**src/verilog/eeac_pkg.sv**
```systemverilog
/*
   Constants, types and helper functions shared by the byte-wide
   non-volatile data memory controller and its two leaf modules.
   Assumes a single 10 MHz system clock and an 8-bit register port.
*/
`default_nettype none

package eeac_pkg;

   localparam int EEAC_DATA_W          = 8;
   localparam int EEAC_ADDR_W          = 6;
   localparam int EEAC_MEM_DEPTH       = 64;

   localparam logic [7:0] EEAC_CTRL_BANK = 8'h01;
   localparam logic [7:0] EEAC_CTRL_PTR  = 8'h40;

   localparam int EEAC_WRITE_PERMIT_BIT = 3;
   localparam int EEAC_WRITE_GO_BIT     = 2;
   localparam int EEAC_READ_PERMIT_BIT  = 1;
   localparam int EEAC_READ_GO_BIT      = 0;

   localparam logic [7:0] EEAC_BANK_RESET = 8'h00;
   localparam logic [7:0] EEAC_PTR_RESET  = 8'h00;
   localparam logic [7:0] EEAC_DATA_RESET = 8'h00;
   localparam logic [5:0] EEAC_ADDR_RESET = 6'h00;

   localparam int EEAC_CLOCK_NS      = 100;
   localparam int EEAC_TIMER_TICK_NS = 1000;
   localparam int EEAC_TICK_CYCLES   =
      (EEAC_TIMER_TICK_NS + EEAC_CLOCK_NS - 1) / EEAC_CLOCK_NS;
   localparam int EEAC_WRITE_TIME_US = 2000;
   localparam int EEAC_WRITE_TICKS   = (EEAC_WRITE_TIME_US * 1000) / EEAC_TIMER_TICK_NS;
   localparam int EEAC_READ_CYCLES   = 2;
   localparam int EEAC_TIMER_W       = 16;

   typedef enum logic [2:0] {
      SEL_ADDR,
      SEL_DATA,
      SEL_BANK,
      SEL_PTR,
      SEL_IND
   } eeac_sel_t;

   typedef struct packed {
      logic       wr;
      logic       rd;
      eeac_sel_t  sel;
      logic [7:0] wdata;
   } eeac_sfr_req_t;

   function automatic logic eeac_hits_ctrl(input logic [7:0] bank, input logic [7:0] ptr);
      eeac_hits_ctrl = (bank == EEAC_CTRL_BANK) && (ptr == EEAC_CTRL_PTR);
   endfunction

   function automatic logic [7:0] eeac_pack_ctrl(input logic wp, input logic wg,
                                                 input logic rp, input logic rg);
      logic [7:0] v;
      v = 8'h00;
      v[EEAC_WRITE_PERMIT_BIT] = wp;
      v[EEAC_WRITE_GO_BIT]     = wg;
      v[EEAC_READ_PERMIT_BIT]  = rp;
      v[EEAC_READ_GO_BIT]      = rg;
      eeac_pack_ctrl = v;
   endfunction

endpackage

`default_nettype wire

```
**src/verilog/eeac_store.sv**
```systemverilog
/*
   The 64-byte storage array with a synchronous write port and a
   combinational read port. Assumes the controller presents stable
   addresses; the array has no reset because its content is retained.
*/
`timescale 1ns/1ns
`default_nettype none

module eeac_store
   import eeac_pkg::*;
(
   input  wire logic                   clock,
   input  wire logic                   write_en,
   input  wire logic [EEAC_ADDR_W-1:0] write_addr,
   input  wire logic [EEAC_DATA_W-1:0] write_data,
   input  wire logic [EEAC_ADDR_W-1:0] read_addr,
   output logic      [EEAC_DATA_W-1:0] read_data
);

   logic [EEAC_DATA_W-1:0] cells [EEAC_MEM_DEPTH];

   always_ff @(posedge clock) begin
      if (write_en) begin
         cells[write_addr] <= write_data;
      end
   end

   assign read_data = cells[read_addr];

endmodule // eeac_store

`default_nettype wire

```
**src/verilog/eeac_wr_timer.sv**
```systemverilog
/*
   Self-timed write cycle timer. A free-running prescaler that never
   restarts gives ticks whose phase is unrelated to the start request,
   so a cycle's length in system clocks varies by up to one tick.
   Assumes start is a one-cycle pulse given only while not busy.
*/
`timescale 1ns/1ns
`default_nettype none

module eeac_wr_timer
   import eeac_pkg::*;
#(
   parameter int TICKS = EEAC_WRITE_TICKS
)
(
   input  wire logic clock,
   input  wire logic rst_n,
   input  wire logic start,
   output logic      done,
   output logic      busy
);

   localparam logic [EEAC_TIMER_W-1:0] TICK_LAST  = EEAC_TIMER_W'(EEAC_TICK_CYCLES - 1);
   localparam logic [EEAC_TIMER_W-1:0] TICKS_LOAD = EEAC_TIMER_W'(TICKS);

   logic [EEAC_TIMER_W-1:0] prescale;
   logic [EEAC_TIMER_W-1:0] remaining;

   wire logic tick     = (prescale == TICK_LAST);
   wire logic finish   = busy && tick && (remaining <= EEAC_TIMER_W'(1));

   always_ff @(posedge clock or negedge rst_n) begin
      if (!rst_n) begin
         prescale <= '0;
      end else begin
         prescale <= tick ? '0 : prescale + EEAC_TIMER_W'(1);
      end
   end

   always_ff @(posedge clock or negedge rst_n) begin
      if (!rst_n) begin
         remaining <= '0;
         busy      <= 1'b0;
         done      <= 1'b0;
      end else begin
         done <= finish;
         if (start) begin
            remaining <= TICKS_LOAD;
            busy      <= 1'b1;
         end else if (finish) begin
            remaining <= '0;
            busy      <= 1'b0;
         end else if (busy && tick) begin
            remaining <= remaining - EEAC_TIMER_W'(1);
         end
      end
   end

endmodule // eeac_wr_timer

`default_nettype wire

```
**src/verilog/eeac_ctrl.sv**
```systemverilog
/*
   Byte-wide non-volatile data memory controller: address, data and
   control registers, bank and indirect pointer decoding, the write and
   read cycles and the write-complete interrupt flags.
   Assumes the processor core issues one register access per cycle on
   the sfr port and pulses irq_ack when it takes the vector.

*/
`timescale 1ns/1ns
`default_nettype none

module eeac_ctrl
   import eeac_pkg::*;
#(
   parameter int WRITE_TICKS = EEAC_WRITE_TICKS
)
(
   input  wire logic          clock,
   input  wire logic          rst_b,
   input  wire eeac_sfr_req_t sfr,
   input  wire logic          global_irq_enable,
   input  wire logic          nvm_irq_enable,
   input  wire logic          mf_irq_enable,
   input  wire logic          stack_full,
   input  wire logic          irq_ack,
   input  wire logic          nvm_flag_clear,
   output logic [7:0]         sfr_rdata,
   output logic               nvm_irq_flag,
   output logic               mf_irq_flag,
   output logic               irq_vector,
   output logic               cycle_busy
);

   typedef enum logic [1:0] {
      ST_IDLE,
      ST_WRITE,
      ST_READ
   } eeac_state_t;

   logic                   rst_meta;
   logic                   rst_n;
   eeac_state_t            state;
   eeac_state_t            next_state;
   logic [EEAC_ADDR_W-1:0] nvm_address_reg;
   logic [EEAC_DATA_W-1:0] nvm_data_reg;
   logic [7:0]             bank_select;
   logic [7:0]             indirect_pointer_one;
   logic                   nvm_write_permit;
   logic                   nvm_write_go;
   logic                   nvm_read_permit;
   logic                   nvm_read_go;
   logic [EEAC_ADDR_W-1:0] lat_addr;
   logic [EEAC_DATA_W-1:0] lat_data;
   logic [1:0]             read_count;
   logic                   wr_done;
   logic                   timer_busy;
   logic [EEAC_DATA_W-1:0] mem_rdata;

   // The core is released from reset only after two clean edges.
   always_ff @(posedge clock or negedge rst_b) begin
      if (!rst_b) begin
         rst_meta <= 1'b0;
         rst_n    <= 1'b0;
      end else begin
         rst_meta <= 1'b1;
         rst_n    <= rst_meta;
      end
   end

   // Register decode. The control register answers only through the
   // indirect port with the pointer and the bank at their fixed values.
   wire logic ctrl_hit  = eeac_hits_ctrl(bank_select, indirect_pointer_one);
   wire logic ctrl_wr   = sfr.wr && (sfr.sel == SEL_IND) && ctrl_hit;
   wire logic addr_wr   = sfr.wr && (sfr.sel == SEL_ADDR) && (state != ST_READ);
   wire logic data_wr   = sfr.wr && (sfr.sel == SEL_DATA) && (state != ST_READ);
   wire logic bank_wr   = sfr.wr && (sfr.sel == SEL_BANK);
   wire logic ptr_wr    = sfr.wr && (sfr.sel == SEL_PTR);
   wire logic idle      = (state == ST_IDLE);

   wire logic go_write_bit  = sfr.wdata[EEAC_WRITE_GO_BIT];
   wire logic go_read_bit   = sfr.wdata[EEAC_READ_GO_BIT];
   wire logic wr_start = ctrl_wr && go_write_bit && nvm_write_permit && idle;
   // A simultaneous request for both cycles is served as a write only.
   wire logic rd_start = ctrl_wr && go_read_bit && nvm_read_permit && idle
                         && !wr_start;
   wire logic rd_done  = (state == ST_READ) && (read_count == 2'h1);

   wire logic [7:0] ctrl_value = eeac_pack_ctrl(nvm_write_permit, nvm_write_go,
                                                nvm_read_permit, nvm_read_go);
   wire logic [7:0] ind_value  = ctrl_hit ? ctrl_value : 8'h00;
   wire logic [7:0] rd_mux =
      (sfr.sel == SEL_ADDR) ? {2'h0, nvm_address_reg} :
      (sfr.sel == SEL_DATA) ? nvm_data_reg :
      (sfr.sel == SEL_BANK) ? bank_select :
      (sfr.sel == SEL_PTR)  ? indirect_pointer_one :
      (sfr.sel == SEL_IND)  ? ind_value : 8'h00;

   wire logic next_vector = global_irq_enable && nvm_irq_enable && mf_irq_enable
                            && mf_irq_flag && !stack_full && !irq_ack;

   always_comb begin
      next_state = state;
      case (state)
         ST_IDLE: begin
            if (wr_start) begin
               next_state = ST_WRITE;
            end else if (rd_start) begin
               next_state = ST_READ;
            end
         end
         ST_WRITE: begin
            if (wr_done) begin
               next_state = ST_IDLE;
            end
         end
         ST_READ: begin
            if (rd_done) begin
               next_state = ST_IDLE;
            end
         end
         default: begin
            next_state = ST_IDLE;
         end
      endcase
   end

   always_ff @(posedge clock or negedge rst_n) begin
      if (!rst_n) begin
         state      <= ST_IDLE;
         cycle_busy <= 1'b0;
         read_count <= 2'h0;
      end else begin
         state      <= next_state;
         cycle_busy <= (next_state != ST_IDLE);
         read_count <= rd_start ? 2'(EEAC_READ_CYCLES) :
                       (read_count != 2'h0) ? read_count - 2'h1 : 2'h0;
      end
   end

   always_ff @(posedge clock or negedge rst_n) begin
      if (!rst_n) begin
         bank_select          <= EEAC_BANK_RESET;
         indirect_pointer_one <= EEAC_PTR_RESET;
         nvm_address_reg      <= EEAC_ADDR_RESET;
      end else begin
         if (bank_wr) begin
            bank_select <= sfr.wdata;
         end
         if (ptr_wr) begin
            indirect_pointer_one <= sfr.wdata;
         end
         if (addr_wr) begin
            nvm_address_reg <= sfr.wdata[EEAC_ADDR_W-1:0];
         end
      end
   end

   // The fetched byte stays until the next read result or software write.
   always_ff @(posedge clock or negedge rst_n) begin
      if (!rst_n) begin
         nvm_data_reg <= EEAC_DATA_RESET;
      end else if (rd_done) begin
         nvm_data_reg <= mem_rdata;
      end else if (data_wr) begin
         nvm_data_reg <= sfr.wdata;
      end
   end

   // The byte and location are frozen at launch so that software may
   // touch the registers while the slow cycle runs.
   always_ff @(posedge clock or negedge rst_n) begin
      if (!rst_n) begin
         lat_addr <= EEAC_ADDR_RESET;
         lat_data <= EEAC_DATA_RESET;
      end else if (wr_start) begin
         lat_addr <= nvm_address_reg;
         lat_data <= nvm_data_reg;
      end
   end

   always_ff @(posedge clock or negedge rst_n) begin
      if (!rst_n) begin
         nvm_write_permit <= 1'b0;
         nvm_read_permit  <= 1'b0;
      end else if (ctrl_wr) begin
         nvm_write_permit <= sfr.wdata[EEAC_WRITE_PERMIT_BIT];
         nvm_read_permit  <= sfr.wdata[EEAC_READ_PERMIT_BIT];
      end
   end

   // Software cannot clear a go bit: only cycle completion does.
   always_ff @(posedge clock or negedge rst_n) begin
      if (!rst_n) begin
         nvm_write_go <= 1'b0;
         nvm_read_go  <= 1'b0;
      end else begin
         nvm_write_go <= wr_done ? 1'b0 : (wr_start ? 1'b1 : nvm_write_go);
         nvm_read_go  <= rd_done ? 1'b0 : (rd_start ? 1'b1 : nvm_read_go);
      end
   end

   // A completion arriving with a clear keeps the flag set.
   always_ff @(posedge clock or negedge rst_n) begin
      if (!rst_n) begin
         nvm_irq_flag <= 1'b0;
         mf_irq_flag  <= 1'b0;
         irq_vector   <= 1'b0;
         sfr_rdata    <= 8'h00;
      end else begin
         nvm_irq_flag <= wr_done ? 1'b1 : (nvm_flag_clear ? 1'b0 : nvm_irq_flag);
         mf_irq_flag  <= wr_done ? 1'b1 : (irq_ack ? 1'b0 : mf_irq_flag);
         irq_vector   <= next_vector;
         sfr_rdata    <= sfr.rd ? rd_mux : sfr_rdata;
      end
   end

   eeac_wr_timer #(
      .TICKS (WRITE_TICKS)
   ) u_timer (
      .clock (clock),
      .rst_n (rst_n),
      .start (wr_start),
      .done  (wr_done),
      .busy  (timer_busy)
   );

   eeac_store u_store (
      .clock      (clock),
      .write_en   (wr_done),
      .write_addr (lat_addr),
      .write_data (lat_data),
      .read_addr  (nvm_address_reg),
      .read_data  (mem_rdata)
   );

   property p_write_needs_permit;
      @(posedge clock) disable iff (!rst_n)
      (idle && ctrl_wr && go_write_bit && !nvm_write_permit) |=> !nvm_write_go;
   endproperty
   a_write_needs_permit: assert property (p_write_needs_permit)
      else $error("write started without write permit");

   property p_write_go_clears;
      @(posedge clock) disable iff (!rst_n)
      wr_done |=> (!nvm_write_go && state == ST_IDLE);
   endproperty
   a_write_go_clears: assert property (p_write_go_clears)
      else $error("write go not cleared at write end");

   property p_reset_protect;
      @(posedge clock) disable iff (!rst_n)
      $rose(rst_n) |-> (!nvm_write_permit && bank_select == 8'h00 && !ctrl_hit);
   endproperty
   a_reset_protect: assert property (p_reset_protect)
      else $error("write protection not in place after reset");

   property p_done_sets_flags;
      @(posedge clock) disable iff (!rst_n)
      wr_done |=> (nvm_irq_flag && mf_irq_flag);
   endproperty
   a_done_sets_flags: assert property (p_done_sets_flags)
      else $error("write end did not set both flags");

   property p_vector_gate;
      @(posedge clock) disable iff (!rst_n)
      irq_vector |-> $past(global_irq_enable && nvm_irq_enable && mf_irq_enable
                           && mf_irq_flag && !stack_full);
   endproperty
   a_vector_gate: assert property (p_vector_gate)
      else $error("vector raised without all enables");

   property p_service_clears_parent;
      @(posedge clock) disable iff (!rst_n)
      (irq_ack && !wr_done && !nvm_flag_clear && nvm_irq_flag)
         |=> (!mf_irq_flag && nvm_irq_flag);
   endproperty
   a_service_clears_parent: assert property (p_service_clears_parent)
      else $error("service cleared the wrong flag");

   property p_read_needs_permit;
      @(posedge clock) disable iff (!rst_n)
      (idle && ctrl_wr && go_read_bit && !go_write_bit && !nvm_read_permit)
         |=> (!nvm_read_go && state == ST_IDLE);
   endproperty
   a_read_needs_permit: assert property (p_read_needs_permit)
      else $error("read started without read permit");

   property p_read_result;
      @(posedge clock) disable iff (!rst_n)
      $rose(nvm_read_go) |-> ##1 nvm_read_go
         ##1 (!nvm_read_go && nvm_data_reg == $past(mem_rdata));
   endproperty
   a_read_result: assert property (p_read_result)
      else $error("read cycle did not end with data loaded");

   property p_busy_holds_go;
      @(posedge clock) disable iff (!rst_n)
      (nvm_write_go && !wr_done) |=> (nvm_write_go && state == ST_WRITE && !nvm_read_go);
   endproperty
   a_busy_holds_go: assert property (p_busy_holds_go)
      else $error("write cycle disturbed while running");

   property p_timer_follows_go;
      @(posedge clock) disable iff (!rst_n)
      wr_start |=> (timer_busy && nvm_write_go) ##1 !wr_done;
   endproperty
   a_timer_follows_go: assert property (p_timer_follows_go)
      else $error("write timer not running after launch");

endmodule // eeac_ctrl

`default_nettype wire

```
**config.mk**
```make
export PLATFORM = sky130hd
export DESIGN_NAME = eeac_ctrl
export DESIGN_NICKNAME = d
export VERILOG_FILES = /design/src/verilog/eeac_pkg.sv /design/src/verilog/eeac_store.sv /design/src/verilog/eeac_wr_timer.sv /design/src/verilog/eeac_ctrl.sv
export SDC_FILE = /design/constraint.sdc
export NUM_CORES = 1
export LEC_CHECK = 0
export BUFFER_PORTS_ARGS = -buffer_cell sky130_fd_sc_hd__buf_2
export CORE_MARGIN = 4
export CORE_UTILIZATION = 67
export CTS_CLUSTER_SIZE = 8
export DETAILED_ROUTE_END_ITERATION = 10
export PLACE_DENSITY = 0.84
export SETUP_SLACK_MARGIN = 0.3
export SLEW_MARGIN = 0
export SYNTH_ARGS = -nofsm -noshare
export SYNTH_HDL_FRONTEND = slang
export SYNTH_SLANG_ARGS = --single-unit
```
**constraint.sdc**
```tcl
create_clock -name clock -period 7.2 [get_ports clock]
set_input_delay 0.72 -clock clock [delete_from_list [all_inputs] [get_ports clock]]
set_output_delay 0.72 -clock clock [all_outputs]
set_load 0.05 [all_outputs]
```
; Yosys cells after proc, flatten, opt, wreduce, memory -nomap -nowiden
; Memory sizes are Yosys's and may differ from the RTL's.
; Index checks and enable logic that the tools add are counted.
[word_totals]
register_bits = 100
ramBits = 512
in_bits = 21
output_inout_bits = 12
wordCells = 108
n_memories = 1
[classes]
add_sub_neg = 3
order_cmp = 1
n_eq_ne = 11
mux = 31
n_reduce_logical = 38
[memory_table]
columns = name, depth, word_bits, read_ports, rd_clocked_by_memory_dff, write_ports, line_no
row1 = u_store.cells, 64, 8, 1, 0, 1, eeac_store.sv:20  ; logic [EEAC_DATA_W-1:0] cells [EEAC_MEM_DEPTH];
[op_table]
columns = cell, count
row1 = two-way mux 16 bit, 4
row2 = two-way mux 8 bit, 6
row3 = logical AND 1 bit, 24
row4 = adder 16 x 1 -> 16 bit (second input constant), 1
row5 = == test 16 x 4 -> 1 bit (second input constant), 1
row6 = <= comparator 16 x 1 -> 1 bit (second input constant), 1
row7 = nonzero test 2 bit, 8
row8 = subtractor 16 x 1 -> 16 bit (second input constant), 1
row9 = two-way mux 1 bit, 12
row10 = two-way mux 2 bit, 6
row11 = == test 8 x 1 -> 1 bit (second input constant), 1
row12 = == test 8 x 7 -> 1 bit (second input constant), 1
row13 = two-way mux 4 bit, 2
row14 = == test 3 x 2 -> 1 bit (second input constant), 2
row15 = one-hot mux 2 bit (3 select lines), 1
row16 = == test 2 x 1 -> 1 bit (second input constant), 2
row17 = == test 3 x 1 -> 1 bit (second input constant), 1
row18 = == test 3 bit (second input constant), 1
row19 = logical NOT 1 bit, 3
row20 = logical NOT 3 bit, 1
row21 = nonzero test 3 bit, 1
row22 = == test 2 bit (second input constant), 1
row23 = logical NOT 2 bit, 1
row24 = != test 2 bit (second input constant), 1
row25 = subtractor 2 x 1 -> 2 bit (second input constant), 1

; Logic depth before layout (Yosys ltp)
; Gate-level depths: netlist of the first run.
[depth]
word_depth = 12
depth_mapped = 10
depth_no_buf = 7

; Modules after synthesis
; From an unflattened synthesis of the first run, not the netlist that was laid out.
[unflattened]
hier_cells = 1358
hier_area_um2 = 24746.2
[modules_own_cells]
columns = module, instances, cells_each, area_each_um2, seq_area_each_um2
row1 = eeac_store, 1, 932, 20006.7, 15374.7
row2 = eeac_ctrl, 1, 242, 2969.1, 1651.6
row3 = eeac_wr_timer, 1, 184, 1770.4, 850.8

; Worst setup path before layout of the first run
; Ideal clock, no wire load.
[synth_path]
path_type = input port to flip-flop
startpoint = input sfr[8] in the netlist's numbering
endpoint = register nvm_data_reg[3]
arrival_time_ns = 2.053
t_required_ns = 7.074
path_slack_ns = 5.021
cell_stages = 6
cell_sequence = nor2b_1 > clkbuf_1 > nand4b_1 > clkbuf_1 > mux2_1 > a221o_1
[synth_between]
elab_chain_len = 4
[synth_rtl]
columns = element, line_no
row1 = start: declaration, eeac_ctrl.sv:20  ; input wire eeac_sfr_req_t sfr,
row2 = == test 3 x 1 -> 1 bit, eeac_ctrl.sv:75  ; wire logic data_wr = sfr.wr && (sfr.sel == SEL_DATA) && (state != ST_READ);
row3 = logical AND 1 bit (2 in a row), eeac_ctrl.sv:75
row4 = nonzero test 2 bit (no line), n/a
row5 = end signal: assignment, eeac_ctrl.sv:163  ; nvm_data_reg <= mem_rdata;
row6 = end signal: assignment, eeac_ctrl.sv:165  ; nvm_data_reg <= sfr.wdata;
row7 = end: declaration, eeac_ctrl.sv:45  ; logic [EEAC_DATA_W-1:0] nvm_data_reg;
; Every way passes these cells.
; A chain may end at the register's enable or synchronous reset.

; Worst setup path in the final report of the first run
[layout_path]
startpoint = register nvm_address_reg[1]
endpoint = register nvm_data_reg[4]
[layout_between]
elab_chain_len = 2
[layout_rtl]
columns = element, line_no
row1 = start: declaration, eeac_ctrl.sv:44  ; logic [EEAC_ADDR_W-1:0] nvm_address_reg;
row2 = start signal: assignment, eeac_ctrl.sv:153  ; nvm_address_reg <= sfr.wdata[EEAC_ADDR_W-1:0];
row3 = memory (64 x 8 bit), n/a
row4 = two-way mux 8 bit, eeac_ctrl.sv:162  ; end else if (rd_done) begin
; Every way passes these cells.

==> reports/qor.txt, run 1 <==
peak supply drop -> 0.201 mV
RSZ-0062 raised after global routing -> false
post-synthesis simple-gate area fraction -> 0.0624
max_cap viols -> 0
share of cells above drive strength 1 -> 0.211
number of setup buffers added after CTS -> 0
clock sinks -> 612
vias in the first global route -> 14.3k
sequential element share of the synthesized area -> 0.724
post-synth cell types -> 69
clock-pin slew on the worst setup and hold paths -> 0.05 ns
Hold Slack -> 0.333 ns
Slew Limit Fails -> 0
drt wl/cell -> 30.3 um
Hold Crit Class -> flip-flop to async pin
total gr overflow -> 0
Synth top cells by count -> edfxtp_1, mux4_2, nor2_1
FFs w/ async S/R, synth -> 0.163
clock skew -> 0.0196 ns
initial antenna violation count -> 0
Synth Flop Type -> edfxtp_1
max FFs per register -> 512
antenna-violating nets left -> 0
area grow syn2layout -> 11.8%
Mapped Cells -> 1384
DRC -> 0
endpoints failing hold -> 0
crit path max fanout -> 51
FF+latch count, synth -> 612
share of the synthesized area in the top cell type -> 0.623
Crit Path Class -> flip-flop to flip-flop
TritonRoute pass-1 iters -> 8
dominant cells by area after synthesis -> edfxtp_1, mux4_2, dfrtp_1
Post-synth EDFFs -> 512
aggregate negative setup slack -> 0 ns
synthesized cell area -> 0.0247 mm2
most repeated cell in the gate-level netlist after synthesis -> edfxtp_1
largest registers -> u_store.cells x512, u_timer.prescale x16, u_timer.remaining x16
mux contribution to synthesized area -> 0.149
min Tclk post-route -> 3.66 ns
gpl congestion -> 0.855
Synth Area in Adders -> 0.00203
largest net degree at the start of global routing -> 118
Tcrit/Tclk final -> 0.508
Critical Path RT -> 7.65 ns
Die Wd -> 200 um
Setup violations, final -> 0
Power Density -> 297 mW/mm2
IO Pins -> 33
# diodes -> 0
largest register by flop count -> u_store.cells
Slew Limit Headroom -> 0.165
worst-skew pair later-pin latency -> 0.60 ns
Die H -> 200 um
transition time of the tightest slew-check pin -> 1.25 ns
compound-gate portion of the synthesized area -> 0.0383
starting density of the core -> 0.677
Yosys warning count -> 0
largest family of logic cells by synthesized area -> multiplexers
Final #Nets -> 1472
Post-Synth XOR/XNOR Area -> 0.00497
PostCTS Resize Cnt -> 0
Vias/cell -> 7.19
Post-Route WL -> 59200 um
leakage power -> 10.2 nW
# H-tree levels -> 3
Port Buffers -> 32
CTS tree -> yes
Critical Path AT -> 4.11 ns
CTS buffer count -> 86
all-layer global routing usage -> 0.303
DR vias -> 14.0k
row count -> 70
Critical Path Start Type -> flip-flop
DR iter-0 viols -> 1961
dpl hpwl -> 31400 um
Longest Clk Path Bufs -> 3
outcome -> finished, final reports clean
first-pass GRT wire length -> 89400 um
Die ar. -> 0.0400 mm2
Setup crit end kind -> flip-flop
Finished Core Util -> 0.758
Placeable Area -> 0.0364 mm2
fmax -> 0.274 GHz
Syn Nets -> 1409
total power -> 0.00818 W
clock tree root buffer cell -> clkbuf_16
area leader, netlist -> edfxtp_1
syn avg cell area -> 17.8 um2
==> cell usage in the layout (no fill, tap or decap), types with 13 or more instances in the layout <==
cell type	count
mux4_2	129
mux2i_1	38
a21oi_1	37
edfxtp_1	512
inv_1	21
clkbuf_16	89
nand2_1	80
mux2_2	24
nor2_1	104
clkbuf_1	30
buf_2	32
o21ai_0	13
nand2b_1	14
nor3_1	13
o21ai_1	15
o22ai_1	16
nand3_1	27
buf_4	13
dfrtp_1	88
==> power breakdown <==
part / total (W) / switching [W] / internal (W)
combinational: 0.000580 / 0.000348 / 0.000233
clock: 0.00367 / 0.00142 / 0.00226
sequential: 0.00393 / 0.0000887 / 0.00384
==> through the flow <==
stage	worst slack, ns	instances	instance area (um2)
3_5_place_dp	3.69	1826	25200
5_1_grt	3.44	1951	27600
4_1_cts	3.64	1951	27600
2_1_floorplan	4.21	1384	24700
3_3_place_gp	3.81	1826	25200
6_report	3.54	1951	27600
==> routing by layer <==
| layer | GRT usage | wire [um] | up-vias |
|---|---|---|---|
| met5 | 0 | 0 | - |
| met4 | 0.108 | 2090 | 0 |
| met3 | 0.0856 | 6860 | 173 |
| met2 | 0.485 | 29200 | 1103 |
| met1 | 0.410 | 21000 | 7116 |
| li1 | - | - | 5635 |
==> worst max-delay path, stage by stage, from the launching register on <==
cell and delay (ns):
dfrtp_4 0.93, buf_4 0.78, mux4_2 0.60, mux2i_1 0.25, o21ai_0 0.14, a2111oi_0 0.56
o32ai_1 0.20
==> path summary, 6_finish.rpt <==
| kind | to | startpoint | slack (ns) | depth (start not counted) |
|---|---|---|---|---|
| hold / removal | sfr_rdata[5] | rst_n | 0.33 | 0 |
| hold reg to reg | sfr_rdata[5] | rst_n | 0.33 | 0 |
| setup / recovery | nvm_data_reg[4] | nvm_address_reg[1] | 3.54 | 6 |
| max in group asynchronous | u_timer.prescale[10] | rst_n | 5.74 | 1 |
| min in group clock | rst_n | rst_meta | 0.36 | 0 |
| setup reg to reg | nvm_data_reg[4] | nvm_address_reg[1] | 3.54 | 6 |
==> area by class of cell <==
cell class | count | area (um2)
multi-input cells | 679 | 6340
fillers | 1832 | 8830
well taps | 468 | 586
inverters | 21 | 78.8
flip-flops and latches | 612 | 17900
clock buffers | 119 | 2340
clock inverters | 5 | 65.1
repair buffers | 47 | 288
==> what timing repair did <==
| action | 4_1_cts | 5_1_grt |
|---|---|---|
| hold endpoints to repair | 2 | 0 |
| hold buffers | 1 | 0 |
| setup endpoints to repair | 0 | 0 |
==> kinds of logic after synthesis <==
family,Yosys count
AO/OA/AOI/OAI,144
AND/OR/NAND/NOR,315
other,1
multiplexers,201
flip-flops,612
adder cells (fa/ha/maj),4
buffers and inverters,93
XOR/XNOR,14
No activity file was read; power rests on OpenSTA's default activity.
==> run 2, diff against run 1 <==
- CORE_UTILIZATION: 67 -> 63
- PLACE_DENSITY: 0.84 -> 0.8
- clock period: 7.2 -> 3.6 ns (I/O delays scaled with it)
==> run 2 against run 1 <==
Effect of this change:
- first-iteration DRC count decreased by 7.8%
- clock power up 100%
- combinational power is 97% higher
- critical path type unchanged
- largest power group unchanged
==> reports/qor.txt, run 2 (synthesis results as in run 1) <==
outcome -> finished, final reports clean
all-layer global routing usage -> 0.277 (-0.0256)
setup ws final -> 0.649 ns (-2.90 ns)
largest register by flop count -> u_store.cells
Clk pwr share -> 0.450 (about the same)
Die ar. -> 0.0424 mm2 (+6.1%)
Power Density -> 591 mW/mm2 (+99%)
gpl congestion -> 0.872 (+2.0%)
stages on the worst setup path -> 6 (unchanged)
Slew Limit Headroom -> 0.214 (+0.0492)
number of setup buffers added after CTS -> 0 (unchanged)
delay-heaviest family, CP -> multiplexers
worst-skew pair later-pin latency -> 0.61 ns (about the same)
FILL cells -> 2133 (+16%)
Setup violations, final -> 0 (unchanged)
GR peak layer -> met2
# H-tree levels -> 3 (unchanged)
Crit-path slowest cell -> dfrtp_4
Port Buffers -> 32 (unchanged)
vias in the first global route -> 14.0k (-2.7%)
crit path max fanout -> 48 (-5.9%)
transition time of the tightest slew-check pin -> 1.18 ns (-0.0738 ns)
Tcrit/Tclk final -> 0.820 (+0.312)
met3 Usage GRT -> 0.0681 (-0.0175)
peak supply drop -> 0.368 mV (+84%)
WP buf/inv -> 1 (unchanged)
aggregate negative setup slack -> 0 ns (unchanged)
antenna-violating nets left -> 0 (unchanged)
pre-CTS setup slack -> 0.737 ns (-2.96 ns)
RSZ-0062 raised after global routing -> false
max_cap viols -> 0 (unchanged)
share of cells above drive strength 1 -> 0.222 (+0.0108)
starting density of the core -> 0.639 (-0.0388)
most frequent cells in the layout -> edfxtp_1, mux4_2, nor2_1
leakage power -> 10.4 nW (+1.6%)
DR iter-0 viols -> 1809 (-7.8%)
Combinational Power Share -> 0.069 (-0.002)
dpl hpwl -> 33000 um (+4.9%)
worst hold endpoint -> bank_select[7]
Crit Path Class -> flip-flop to flip-flop
worst reg-to-reg path cell count -> 6 (unchanged)
endpoints failing hold -> 0 (unchanged)
DR vias -> 13.7k (-2.0%)
clock tree root buffer cell -> clkbuf_16
TritonRoute pass-1 iters -> 7 (-1)
Net Sw Frac -> 0.226 (about the same)
Post-CTS Hold Buffers -> 2 (+1)
commonest non-fill, non-tap cell in the layout -> edfxtp_1
clock sinks -> 612 (unchanged)
Post-Route WL -> 57100 um (-3.6%)
Slew Limit Fails -> 0 (unchanged)
Crit path top cell by count -> mux4_2
largest registers -> u_store.cells x512, u_timer.prescale x16, u_timer.remaining x16
CTS buffer count -> 86 (unchanged)
Setup crit end kind -> flip-flop
Hold Slack -> 0.0194 ns (-0.313 ns)
fmax -> 0.339 GHz (+24%)
Die H -> 206 um (+3.0%)
initial antenna violation count -> 1 (+1)
largest net degree at the start of global routing -> 66 (-44%)
Worst path max stage delay -> 0.92 ns (about the same)
Final #Nets -> 1499 (+1.8%)
met2 Use GR -> 0.434 (-0.0510)
reg-to-reg slack, setup -> 0.65 ns (-2.90 ns)
CTS tree -> yes
Longest Clk Path Bufs -> 3 (unchanged)
Hold Crit Class -> input port to flip-flop
# diodes -> 0 (unchanged)
clock skew -> 0.0193 ns (-0.000246 ns)
Vias/cell -> 6.72 (-6.5%)
Critical Path Start Type -> flip-flop
area grow syn2layout -> 13.3%
Critical Path RT -> 4.07 ns (-3.58 ns)
max FFs per register -> 512 (unchanged)
Seq pwr share -> 0.481 (about the same)
crit-path cells -> buf_4, mux4_2, mux4_2, mux2_2, o22ai_1, a31oi_1
met1 usage -> 0.389 (-0.0209)
worst r2r src -> nvm_address_reg[2]
Critical R2R Capture -> nvm_data_reg[6]
total gr overflow -> 0 (unchanged)
PostCTS Resize Cnt -> 0 (unchanged)
min Tclk post-route -> 2.95 ns (-0.705 ns)
Die Wd -> 206 um (+3.0%)
total power -> 0.0165 W (+100%)
worst hold start -> sfr[7]
Psw -> 0.00374 W (+100%)
hold path depth -> 2
Critical Path AT -> 3.42 ns (-0.69 ns)
Finished Core Util -> 0.723 (-0.0340)
Placeable Area -> 0.0386 mm2 (+6.1%)
row count -> 72 (+2.9%)
DRC -> 0 (unchanged)
clock-pin slew on the worst setup and hold paths -> 0.05 ns (about the same)
first-pass GRT wire length -> 86900 um (-2.8%)
IO Pins -> 33 (unchanged)
Int Pwr -> 0.0128 W (+100%)
drt wl/cell -> 27.9 um (-8.0%)
[run 2: changes by cell type in the layout (fill, tap and decap cells not counted)]
cell / delta
buf_4: +24
clkbuf_1: +18
dlygate4sd3_1: +1
buf_12: +2
[run 2: final cells by class]
type / instances / area (um2) / share of cell area
Sequential cell: 612 / 17900 / 0.640
Tap cell: 518 / 648 / 0.0232
Timing Repair Buffer: 74 / 518 / 0.0185
Clock buffer: 137 / 2410 / 0.0861
Clock inverter: 5 / 65.1 / 0.00233
Multi-Input combinational cell: 679 / 6340 / 0.227
Inverter: 21 / 78.8 / 0.00282
[run 2: worst max-delay path by stage]
stage / to / startpoint
floorplan: bank_select[0] / rst_n
global placement: nvm_data_reg[4] / nvm_address_reg[0]
detailed placement: nvm_data_reg[6] / nvm_address_reg[2]
CTS: nvm_data_reg[6] / nvm_address_reg[2]
global route: nvm_data_reg[6] / nvm_address_reg[2]
finish: nvm_data_reg[6] / nvm_address_reg[2]
[run 2: power groups by stage]
| stage | Clock [W] | Combinational [W] | Sequential (W) |
|---|---|---|---|
| CTS | 0.00750 | 0.00114 | 0.00794 |
| floorplan | 0 | 0.000927 | 0.00790 |
| detailed placement | 0 | 0.00111 | 0.00807 |
| global placement | 0 | 0.00110 | 0.00806 |
| finish | 0.00743 | 0.00114 | 0.00794 |
| global route | 0.00788 | 0.00120 | 0.00795 |
[run 2: through the flow]
step / std cells / instance area [um2]
finish: 2046 / 28000
global placement: 1902 / 25500
detailed placement: 1902 / 25500
floorplan: 1384 / 24700
CTS: 2046 / 28000
global route: 2046 / 28000
[run 2: metal layers]
layer | wire [um] | vias up
li1 | - | 5716
met1 | 21600 | 7015
met4 | 1890 | 0
met5 | 0 | -
met2 | 27700 | 885
met3 | 5860 | 133
